<file path="src/logic/dio_pkg.sv">
/*
 digital i/o, relay and totalizer block: shared constants and carriers.
 assumes one 125 mhz clock and a simple strobe register port.
*/
package dio_pkg;
    localparam int unsigned NLINE = 20;
    localparam int unsigned NRELAY = 8;
    localparam int unsigned NALARM = 2;
    localparam int unsigned AW = 8;
    localparam int unsigned DW = 32;
    localparam int unsigned DEB_W = 20;
    localparam int unsigned RELAY_LSB = 24;
    // register offsets (byte addresses)
    localparam logic [7:0] ADDR_LINE_DIR = 8'h00;
    localparam logic [7:0] ADDR_LINE_OUT = 8'h04;
    localparam logic [7:0] ADDR_RELAY = 8'h08;
    localparam logic [7:0] ADDR_STATUS = 8'h0c;
    localparam logic [7:0] ADDR_TOT_CTRL = 8'h10;
    localparam logic [7:0] ADDR_TOT_PRESET = 8'h14;
    localparam logic [7:0] ADDR_TOT_COUNT = 8'h18;
    localparam logic [7:0] ADDR_DEB_CYC = 8'h1c;
    localparam logic [7:0] ADDR_ALARM_CFG = 8'h20;
    localparam logic [7:0] ADDR_DISP = 8'h24;
    // totalizer control fields
    localparam int unsigned CTRL_DOWN = 0;
    localparam int unsigned CTRL_DEB_EN = 1;
    localparam int unsigned CTRL_INIT = 2;
    // alarm routing fields, one 16-bit half per alarm
    localparam int unsigned ALM_STRIDE = 16;
    localparam int unsigned ALM_LINE_LSB = 0;
    localparam int unsigned ALM_LINE_EN = 5;
    localparam int unsigned ALM_RELAY_LSB = 6;
    localparam int unsigned ALM_RELAY_EN = 9;
    // reset values and count limit
    localparam logic [19:0] LINE_DIR_RST = 20'h00000;
    localparam logic [19:0] LINE_OUT_RST = 20'hfffff;
    localparam logic [31:0] COUNT_MAX = 32'hffffffff;
    // timing
    localparam longint unsigned CLK_HZ = 125_000_000;
    localparam longint unsigned DEB_TIME_US = 1000;
    localparam longint unsigned DEB_CYC = CLK_HZ / 1_000_000 * DEB_TIME_US;
    localparam longint unsigned DISP_TIME_MS = 1000;
    localparam longint unsigned DISP_CYC = CLK_HZ / 1000 * DISP_TIME_MS;

    typedef struct packed {
        logic [31:0] status;
        logic [31:0] count;
    } dio_scan_s;
endpackage : dio_pkg

</file>
<file path="src/logic/dio_debounce.sv">
/*
 debounce filter for the totalizer input.
 assumes a synchronised input; disabled filter passes input straight.
*/
`timescale 1ns/1ps
module dio_debounce #(
    parameter int unsigned CW = 20
) (
    // clock and reset
    input wire logic clk_in,
    input wire logic sys_rst_in,
    // control
    input wire logic en_in,
    input wire logic [CW-1:0] stable_cyc_in,
    // data
    input wire logic d_in,
    output logic q_out
);
    logic [CW-1:0] cnt_r;

    always_ff @(posedge clk_in or posedge sys_rst_in) begin
        if (sys_rst_in) begin
            cnt_r <= '0;
            q_out <= 1'b1;
        end else if (!en_in || d_in == q_out) begin
            cnt_r <= '0;
            q_out <= d_in;
        end else if (cnt_r + CW'(1) >= stable_cyc_in) begin
            cnt_r <= '0;
            q_out <= d_in;
        end else begin
            cnt_r <= cnt_r + CW'(1);
        end
    end
endmodule : dio_debounce

</file>
<file path="src/logic/dio_sync.sv">
/*
 two-stage synchroniser for a vector of levels.
 assumes inputs change slowly compared with the clock.
*/
`timescale 1ns/1ps
module dio_sync #(
    parameter int unsigned W = 1
) (
    // clock and reset
    input wire logic clk_in,
    input wire logic sys_rst_in,
    // levels
    input wire logic [W-1:0] d_in,
    output logic [W-1:0] q_out
);
    logic [W-1:0] meta_r;

    always_ff @(posedge clk_in or posedge sys_rst_in) begin
        if (sys_rst_in) begin
            meta_r <= '0;
            q_out <= '0;
        end else begin
            meta_r <= d_in;
            q_out <= meta_r;
        end
    end
endmodule : dio_sync

</file>
<file path="src/logic/dio_top.sv">
/*
 digital i/o block: 20 open-collector lines, 8 relays, 32-bit totalizer,
 register port, scan record capture and a once-a-second display copy.
 assumes pins are asynchronous inputs and an external pull-up on each line.
*/
//
// Contract
// - twenty lines, each input or open-collector output
// - undriven line reads high through pull-up
// - output low wins over external high
// - line status is 20-bit word, lsb line zero
// - eight relays reported in status bits 24-31
// - totalizer is unsigned 32-bit count
// - counting only while external enable asserted
// - count up from zero or down from preset
// - totalizer never gated by scans or access
// - wrap past limit gives brief overflow flag
// - contact counts once when it opens
// - selectable debounce stops bounce counts
// - voltage input counts rising edges only
// - rated 5000/s plain, 500/s debounced
// - count reinitialised on reset or command
// - scan record holds line status and count
// - display copy of status refreshed each second
// - alarm can force a line low or relay closed
`timescale 1ns/1ps
module dio_top #(
    parameter int unsigned DEB_CYC = 32'(dio_pkg::DEB_CYC),
    parameter int unsigned DISP_CYC = 32'(dio_pkg::DISP_CYC)
) (
    // clock and reset
    input wire logic clk_in,
    input wire logic sys_rst_in,
    // register port
    input wire logic [dio_pkg::AW-1:0] addr_in,
    input wire logic [dio_pkg::DW-1:0] wr_data_in,
    input wire logic wr_en_in,
    input wire logic rd_en_in,
    output logic [dio_pkg::DW-1:0] rd_data_out,
    // field lines, open collector
    input wire logic [dio_pkg::NLINE-1:0] line_in,
    output logic [dio_pkg::NLINE-1:0] line_out,
    output logic [dio_pkg::NLINE-1:0] line_oe_out,
    // relays, 1 = closed
    output logic [dio_pkg::NRELAY-1:0] relay_out,
    // totalizer pins
    input wire logic tot_in,
    input wire logic tot_en_in,
    output logic count_overflow_flag_out,
    // alarms from the channel evaluator
    input wire logic [dio_pkg::NALARM-1:0] alarm_in,
    // scan interface
    input wire logic scan_req_in,
    output dio_pkg::dio_scan_s scan_rec_out,
    output logic scan_valid_out
);
    localparam int unsigned NL = dio_pkg::NLINE;
    localparam int unsigned NR = dio_pkg::NRELAY;

    logic [NL-1:0] line_dir_r;
    logic [NL-1:0] line_val_r;
    logic [NR-1:0] relay_r;
    logic [31:0] ctrl_r;
    logic [31:0] preset_r;
    logic [dio_pkg::DEB_W-1:0] deb_cyc_r;
    logic [31:0] alarm_cfg_r;
    logic [NL-1:0] drive_low_nxt;
    logic [NR-1:0] relay_nxt;
    logic [NL-1:0] line_sync;
    logic [1:0] tot_sync;
    logic tot_filt;
    logic tot_prev_r;
    logic [31:0] count_r;
    logic [31:0] count_nxt;
    logic ovf_nxt;
    logic [NL-1:0] line_stat_r;
    logic [31:0] status;
    logic [31:0] disp_r;
    logic [31:0] disp_cnt_r;
    logic disp_tick;
    logic init_cmd;
    logic count_evt;

    // pin synchronisers
    dio_sync #(.W(NL)) u_line_sync (
        .clk_in(clk_in),
        .sys_rst_in(sys_rst_in),
        .d_in(line_in),
        .q_out(line_sync)
    );

    dio_sync #(.W(2)) u_tot_sync (
        .clk_in(clk_in),
        .sys_rst_in(sys_rst_in),
        .d_in({tot_en_in, tot_in}),
        .q_out(tot_sync)
    );

    dio_debounce #(.CW(dio_pkg::DEB_W)) u_deb (
        .clk_in(clk_in),
        .sys_rst_in(sys_rst_in),
        .en_in(ctrl_r[dio_pkg::CTRL_DEB_EN]),
        .stable_cyc_in(deb_cyc_r),
        .d_in(tot_sync[0]),
        .q_out(tot_filt)
    );

    assign init_cmd = wr_en_in && addr_in == dio_pkg::ADDR_TOT_CTRL
        && wr_data_in[dio_pkg::CTRL_INIT];
    // contact opening and voltage low-to-high are both a rising edge;
    // one-clock edge detect leaves wide margin over the rated event rate
    assign count_evt = tot_sync[1] && tot_filt
        && !tot_prev_r;
    assign status = {relay_r, 4'h0, line_stat_r};
    assign disp_tick = disp_cnt_r == 32'(DISP_CYC - 1);

    // software-written configuration
    always_ff @(posedge clk_in or posedge sys_rst_in) begin
        if (sys_rst_in) begin
            line_dir_r <= dio_pkg::LINE_DIR_RST;
            line_val_r <= dio_pkg::LINE_OUT_RST;
            relay_r <= '0;
            ctrl_r <= '0;
            preset_r <= '0;
            deb_cyc_r <= DEB_CYC[dio_pkg::DEB_W-1:0];
            alarm_cfg_r <= '0;
        end else if (wr_en_in) begin
            unique case (addr_in)
                dio_pkg::ADDR_LINE_DIR: begin
                    line_dir_r <= wr_data_in[NL-1:0];
                end
                dio_pkg::ADDR_LINE_OUT: line_val_r <= wr_data_in[NL-1:0];
                dio_pkg::ADDR_RELAY: relay_r <= wr_data_in[NR-1:0];
                dio_pkg::ADDR_TOT_CTRL: begin
                    // init is a command, not stored
                    ctrl_r <= wr_data_in & ~(32'h1 << dio_pkg::CTRL_INIT);
                end
                dio_pkg::ADDR_TOT_PRESET: preset_r <= wr_data_in;
                dio_pkg::ADDR_DEB_CYC: begin
                    deb_cyc_r <= wr_data_in[dio_pkg::DEB_W-1:0];
                end
                dio_pkg::ADDR_ALARM_CFG: alarm_cfg_r <= wr_data_in;
                default: ;
            endcase
        end
    end

    // alarm routing onto lines and relays
    always_comb begin
        drive_low_nxt = line_dir_r & ~line_val_r;
        relay_nxt = relay_r;
        for (int a = 0; a < dio_pkg::NALARM; a++) begin
            if (alarm_in[a]) begin
                if (alarm_cfg_r[a*dio_pkg::ALM_STRIDE
                        + dio_pkg::ALM_LINE_EN]) begin
                    drive_low_nxt[alarm_cfg_r[a*dio_pkg::ALM_STRIDE
                        + dio_pkg::ALM_LINE_LSB +: 5]] = 1'b1;
                end
                if (alarm_cfg_r[a*dio_pkg::ALM_STRIDE
                        + dio_pkg::ALM_RELAY_EN]) begin
                    relay_nxt[alarm_cfg_r[a*dio_pkg::ALM_STRIDE
                        + dio_pkg::ALM_RELAY_LSB +: 3]] = 1'b1;
                end
            end
        end
    end

    // pin drive; a line select above 19 is simply ignored
    always_ff @(posedge clk_in or posedge sys_rst_in) begin
        if (sys_rst_in) begin
            line_out <= '0;
            line_oe_out <= '0;
            relay_out <= '0;
        end else begin
            line_out <= '0;
            line_oe_out <= drive_low_nxt;
            relay_out <= relay_nxt;
        end
    end

    // line read-back: own low drive dominates the pulled-up pin
    always_ff @(posedge clk_in or posedge sys_rst_in) begin
        if (sys_rst_in) begin
            line_stat_r <= '0;
        end else begin
            line_stat_r <= line_sync & ~line_oe_out;
        end
    end

    // totalizer next value
    always_comb begin
        count_nxt = count_r;
        ovf_nxt = 1'b0;
        if (init_cmd) begin
            count_nxt = wr_data_in[dio_pkg::CTRL_DOWN]
                ? preset_r : '0;
        end else if (count_evt) begin
            if (ctrl_r[dio_pkg::CTRL_DOWN]) begin
                count_nxt = count_r - 32'h1;
                ovf_nxt = count_r == 32'h0;
            end else begin
                count_nxt = count_r + 32'h1;
                ovf_nxt = count_r == dio_pkg::COUNT_MAX;
            end
        end
    end

    // runs every cycle, never gated by scan or bus traffic
    always_ff @(posedge clk_in or posedge sys_rst_in) begin
        if (sys_rst_in) begin
            count_r <= '0;
            tot_prev_r <= 1'b1;
            count_overflow_flag_out <= 1'b0;
        end else begin
            count_r <= count_nxt;
            tot_prev_r <= tot_filt;
            count_overflow_flag_out <= ovf_nxt;
        end
    end

    // display copy
    always_ff @(posedge clk_in or posedge sys_rst_in) begin
        if (sys_rst_in) begin
            disp_cnt_r <= '0;
            disp_r <= '0;
        end else begin
            disp_cnt_r <= disp_tick ? '0 : disp_cnt_r + 32'h1;
            if (disp_tick) begin
                disp_r <= status;
            end
        end
    end

    // scan record capture
    always_ff @(posedge clk_in or posedge sys_rst_in) begin
        if (sys_rst_in) begin
            scan_rec_out <= '0;
            scan_valid_out <= 1'b0;
        end else begin
            scan_valid_out <= scan_req_in;
            if (scan_req_in) begin
                scan_rec_out.status <= status;
                scan_rec_out.count <= count_r;
            end
        end
    end

    // register read, one cycle later; unmapped reads zero
    always_ff @(posedge clk_in or posedge sys_rst_in) begin
        if (sys_rst_in) begin
            rd_data_out <= '0;
        end else if (rd_en_in) begin
            unique case (addr_in)
                dio_pkg::ADDR_LINE_DIR: rd_data_out <= 32'(line_dir_r);
                dio_pkg::ADDR_LINE_OUT: rd_data_out <= 32'(line_val_r);
                dio_pkg::ADDR_RELAY: rd_data_out <= 32'(relay_r);
                dio_pkg::ADDR_STATUS: rd_data_out <= status;
                dio_pkg::ADDR_TOT_CTRL: rd_data_out <= ctrl_r;
                dio_pkg::ADDR_TOT_PRESET: rd_data_out <= preset_r;
                dio_pkg::ADDR_TOT_COUNT: rd_data_out <= count_r;
                dio_pkg::ADDR_DEB_CYC: rd_data_out <= 32'(deb_cyc_r);
                dio_pkg::ADDR_ALARM_CFG: rd_data_out <= alarm_cfg_r;
                dio_pkg::ADDR_DISP: rd_data_out <= disp_r;
                default: rd_data_out <= '0;
            endcase
        end else begin
            rd_data_out <= '0;
        end
    end
endmodule : dio_top

</file>
<file path="config.mk">
export PLATFORM = sky130hd
export DESIGN_NAME = dio_top
export DESIGN_NICKNAME = d
export VERILOG_FILES = /design/src/logic/dio_pkg.sv /design/src/logic/dio_debounce.sv /design/src/logic/dio_sync.sv /design/src/logic/dio_top.sv
export SDC_FILE = /design/constraint.sdc
export NUM_CORES = 1
export LEC_CHECK = 0
export ABC_AREA = 1
export BUFFER_PORTS_ARGS = -buffer_cell sky130_fd_sc_hd__buf_2
export CORE_ASPECT_RATIO = 1.2
export CORE_MARGIN = 5
export CORE_UTILIZATION = 35
export CTS_BUF_LIST = sky130_fd_sc_hd__clkbuf_16
export DETAILED_ROUTE_END_ITERATION = 10
export SLEW_MARGIN = 20
export SYNTH_ARGS = -nofsm -noshare
export SYNTH_HDL_FRONTEND = slang
export SYNTH_HIERARCHICAL = 1
export SYNTH_SLANG_ARGS = --single-unit
</file>
<file path="constraint.sdc">
create_clock -name clk_in -period 36.3 [get_ports clk_in]
set_input_delay 1.815 -clock clk_in [delete_from_list [all_inputs] [get_ports clk_in]]
set_output_delay 1.815 -clock clk_in [all_outputs]
set_load 0.1 [all_outputs]
</file>
After elaboration in Yosys (flattened, before gate mapping). Index checks and enable logic that the tools add are counted. W data, S select, Z words.

Register bits after elaboration: 463. Input port bits: 69. Output and inout bits: 146. Word-level logic and storage cells: 110.

Add/subtract/negate cells: 4. Order comparisons: 9. Equality and inequality tests: 12. Multiplexer cells: 30. Bitwise gates (word level): 8. Reductions and logical operators: 22.

Operators by type and width (count): $pmux W32 S10 (1); $mux W32 (6); $mux W20 (6); $add A32 B1 Y32 const B (2); $and A20 B20 Y20 (2); $not A20 Y20 (2); $or A20 B20 Y20 (2); $eq A32 B27 Y1 const B (1); $eq A32 B32 Y1 const B (1); $eq A8 B5 Y1 const B (4); $logic_not A32 Y1 (1); $mux W8 (4); $sub A32 B1 Y32 const B (1); $add A20 B1 Y20 const B (1); $ge A20 B20 Y1 (1); $eq A8 B4 Y1 const B (2); $eq A8 B6 Y1 const B (2); $or A8 B8 Y8 (2); $reduce_and A2 Y1 (7); $lt A5 B6 Y1 const B (2); $demux W1 S5 (2); $ge A5 B1 Y1 const B (2); $mux W1 (9); $eq A8 B3 Y1 const B (1); 9 further kinds (21).

Logic depth before layout (Yosys ltp).
Depth in word-level cells: 10. Gate-level depth with buffers: 19. Mapped depth without buffers: 19.

Hierarchy. Netlist, hierarchy kept.

Modules (own cells, without submodules): dio_top (instances 1, cells an instance 2476, area each 19760.2 µm², sequential area each 9994.6 µm²); dio_debounce (instances 1, cells an instance 245, area each 1776.7 µm², sequential area each 526.8 µm²); dio_sync at u_line_sync (instances 1, cells an instance 41, area each 1004.7 µm², sequential area each 1001.0 µm²); dio_sync at u_tot_sync (instances 1, cells an instance 5, area each 103.8 µm², sequential area each 100.1 µm²).

Worst setup path before layout. OpenSTA, ideal clock, no wires.

Path type: input-to-reg. Start: input addr_in[7] (netlist bit). End: register count_r[6]. Setup time: 0.121 ns. Data arrival time: 3.031 ns. Data required time: 36.179 ns. Setup slack: 33.147 ns. Cell stages on the path: 10. Cell sequence: nor2_1 nand3_1 nor2_4 nand2_4 nor2_8 inv_2 buf_6 buf_1 a21oi_1 a21oi_1.

Word-level cells in the longest chain between the ends: 4. Elaborated cells on any way between the ends: 5. Those cells by class: eq/ne: 1; mux: 1; reduce/logical: 3.

RTL lines: start, declared (line dio_top.sv:35) `input wire logic [dio_pkg::AW-1:0] addr_in,`; $eq A8 B5 Y1 (*) (line dio_top.sv:108) `assign init_cmd = wr_en_in && addr_in == dio_pkg::ADDR_TOT_CTRL`; $logic_and A1 B1 Y1 (*) (line dio_top.sv:108); $logic_and A1 B1 Y1 (*) (line dio_top.sv:109) `&& wr_data_in[dio_pkg::CTRL_INIT];`; $mux W32 / $reduce_bool A2 Y1 (equally long branches); end signal, assigned (line dio_top.sv:215) `count_r <= count_nxt;`; end, declared (line dio_top.sv:73) `logic [31:0] count_r;`.

Mark *: on every way between the ends. The rest lies on a longest branch, timed or not. A chain may end at the register's enable or synchronous reset.

Worst setup path in the final report. Same ends and word-level chain as after synthesis.

==> results.cfg <==
[setup_path]
worstSetupPathType = input port to flip-flop
reg2reg_slack_ns = 33.39
crit_chain = buf_2 > nor2_1 > nand3_1 > nor2_4 > buf_4 > nand2_4 > nor2_8 > inv_2 > nand2_1 > buf_4 > nand2_1 > a21oi_1 > a21oi_1
end_kind = flip-flop
start_kind = input port
rr_worst_depth = 15
r2r-end = u_deb/cnt_r[18]
regToRegStartpoint = u_deb/cnt_r[0]
crit_fanout = 63
max_stage_delay_ns = 0.58
arrival_ns = 5.44
slowest_stage = nand2_1
critPathRequiredTime_ns = 36.77

[sta]
rsz0062_at_grt = false
worst_pin_slew_ns = 1.09
hold_viol_final = 0
setup_violations = 0
holdWs_ns = 0.346
min_period_ns = 4.97
maxSlewViolCount = 0
fin_crit_sh_pct = 13.7
skew_ns = 0.0181
tns_ns = 0
slew_headroom_pct = 26.3
max_freq_ghz = 0.201

[floorplanning]
fp.dieW_um = 242
dieArea_um2 = 69900
rows = 102
initial_core_util_pct = 35.2
io_pins = 215
core_um2 = 64300
die_h_um = 289

[power]
power_mw = 1.56
vdd_drop_max_mv = 0.0355
power_density_nw_per_um2 = 60.1
p_leak_nw = 12.8

[worst_hold_path]
hold_depth = 0
hold_path_class = flip-flop to flip-flop
holdPathEnd = u_line_sync/q_out[10]
hp-start = u_line_sync/meta_r[10]

[yosys]
yosys_register_bits = 463
ys_seq_area_share_pct = 51.3
synthArstFlopShare_pct = 100
syn_area_um2 = 22600
synth_top_area_share_pct = 48.0
syn-instance-count = 2767
ys.flop_type = dfrtp_1
netlist_top_cells_area = dfrtp_1, nand2_1, inv_1
avgSynthCellArea_um2 = 8.18
synth_cell_type_count = 53
yosys.area.top_type = dfrtp_1
synth_edf_count = 0
synth_common_cells = nand2_1, dfrtp_1, inv_1, o21ai_0, nor2_1
synth.most_common_cell = nand2_1
yosys_warnings = 6

[clocking]
cts_buffers = 50
clkSlewWorstSetupHoldPaths_ns = 0.06
cts_max_path_buffers = 3
h-tree-depth = 2
root_buffer = clkbuf_16
cts_setup_buffers = 0
clock_latency_ns = 0.61
cts_tree = done
holdBufCountCts = 0
cts_resized = 0
cts.sinks = 463

[global_route]
grt-busiest-layer = met2
antenna_found_initial = 0
use_met3_pct = 2.93
grt_pass1_wl_um = 115000
met2_usage_pct = 35.3
gr-usage-met1_pct = 28.1
grt_max_degree = 126
grt-ovfl-total = 0
grt_pass1_vias = 18700
grt_usage_pct = 21.1

[layout]
finish.utilization_pct = 40.4
design_area_um2 = 26000
diodes = 0
syn2layout_area_growth_pct = 14.7
drive_above_1_share_pct = 12.8
nFillCells = 6633
nNetsFinal = 3058

[place]
portBuffers = 190
placed_area_um2 = 24300
routabilityCongestion = 0.968
dp_hpwl_um = 56100

[status]
status = complete, no violations

[drt]
via_per_inst = 5.02
drtAntennaViolNets = 0
drt_iter0_drc = 1681
wl_um = 75100
num_vias = 19100
drc = 0
wl_per_cell_um = 19.7
firstDrtPassIters = 7

[run]
max-cap-violations = 0
layout by cell type, fill, tap and decap left out, drive strengths merged, types with 2 or more instances in the layout:
master,n
nand2,678
a21o,2
or2,4
o21ai,260
conb,24
a211oi,3
nand3b,4
buf,212
xnor2,12
nor2,254
a41oi,8
o2111ai,3
nor4,20
clkinv,30
and2,4
dfstp,29
bufinv,5
nand4,25
a21oi,129
ha,52
dfrtp,434
o22ai,6
xor2,35
inv,396
a22o,3
nand3,163
o211ai,5
a31oi,18
o221ai,22
clkinvlp,4
clkbuf,50
o21bai,6
a221oi,6
mux2,16
nor3,53
final cells by class:
cell class	count	area, um2	share of cell area [%]
sequential	463	11600	44.8
tap	832	1040	4.01
timing repair buffer	212	1120	4.31
clock buffer	50	1250	4.82
clock inverter	44	384	1.48
inverter	391	1480	5.69
multi-input combinational	1818	9080	34.9
routing by layer:
| metal | up-vias | part of all wire [%] |
|---|---|---|
| li1 | 9209 | - |
| met1 | 9084 | 43 |
| met2 | 677 | 47 |
| met3 | 139 | 5.9 |
| met4 | 0 | 3.8 |
| met5 | - | 0 |
state kept, by name, summed over array words and instances (netlist names), 20 cells and up:
register / count
alarm_cfg_r: 32
count_r: 32
ctrl_r: 31
deb_cyc_r: 20
disp_cnt_r: 32
disp_r: 28
line_dir_r: 20
line_oe_out: 20
line_stat_r: 20
line_val_r: 20
preset_r: 32
rd_data_out: 32
scan_rec_out: 60
u_deb/cnt_r: 20
u_line_sync/meta_r: 20
u_line_sync/q_out: 20
critical path: cells and delay by family:
family / cells / cell delay, ns
AND/OR/NAND/NOR: 7 / 2.19
buffers and inverters: 4 / 1.20
AO/OA/AOI/OAI: 2 / 0.17
stage by stage:
step	worst slack (ns)	std cells
6_report	31.33	3810
5_1_grt	31.07	3810
4_1_cts	31.41	3810
3_5_place_dp	30.77	3716
3_3_place_gp	30.85	3716
2_1_floorplan	23.46	2790
cell families after synthesis:
kind of cell	share of synthesized area (%)
buf+inv	9.12
compound gates	11.5
mux	0.796
simple gates	22.4
fa+ha+maj	2.96
flops	51.3
xor+xnor	1.85
other cells	0.0166
power by group:
group / internal, mW / leakage [nW] / switching [mW]
logic: 0.0918 / 6.05 / 0.340
registers: 0.564 / 5.89 / 0.0533
clock network: 0.289 / 0.816 / 0.223
worst max-delay path by stage:
stage | from | end | slack [ns] | cells past startpoint
floorplan | sys_rst_in | alarm_cfg_r[0] | 23.46 | 1
global placement | addr_in[7] | count_r[6] | 30.85 | 13
detailed placement | addr_in[7] | count_r[6] | 30.77 | 13
CTS | addr_in[7] | count_r[6] | 31.41 | 13
global route | addr_in[7] | count_r[6] | 31.07 | 13
finish | addr_in[7] | count_r[6] | 31.33 | 13
Power figures use the tool's default switching activity.
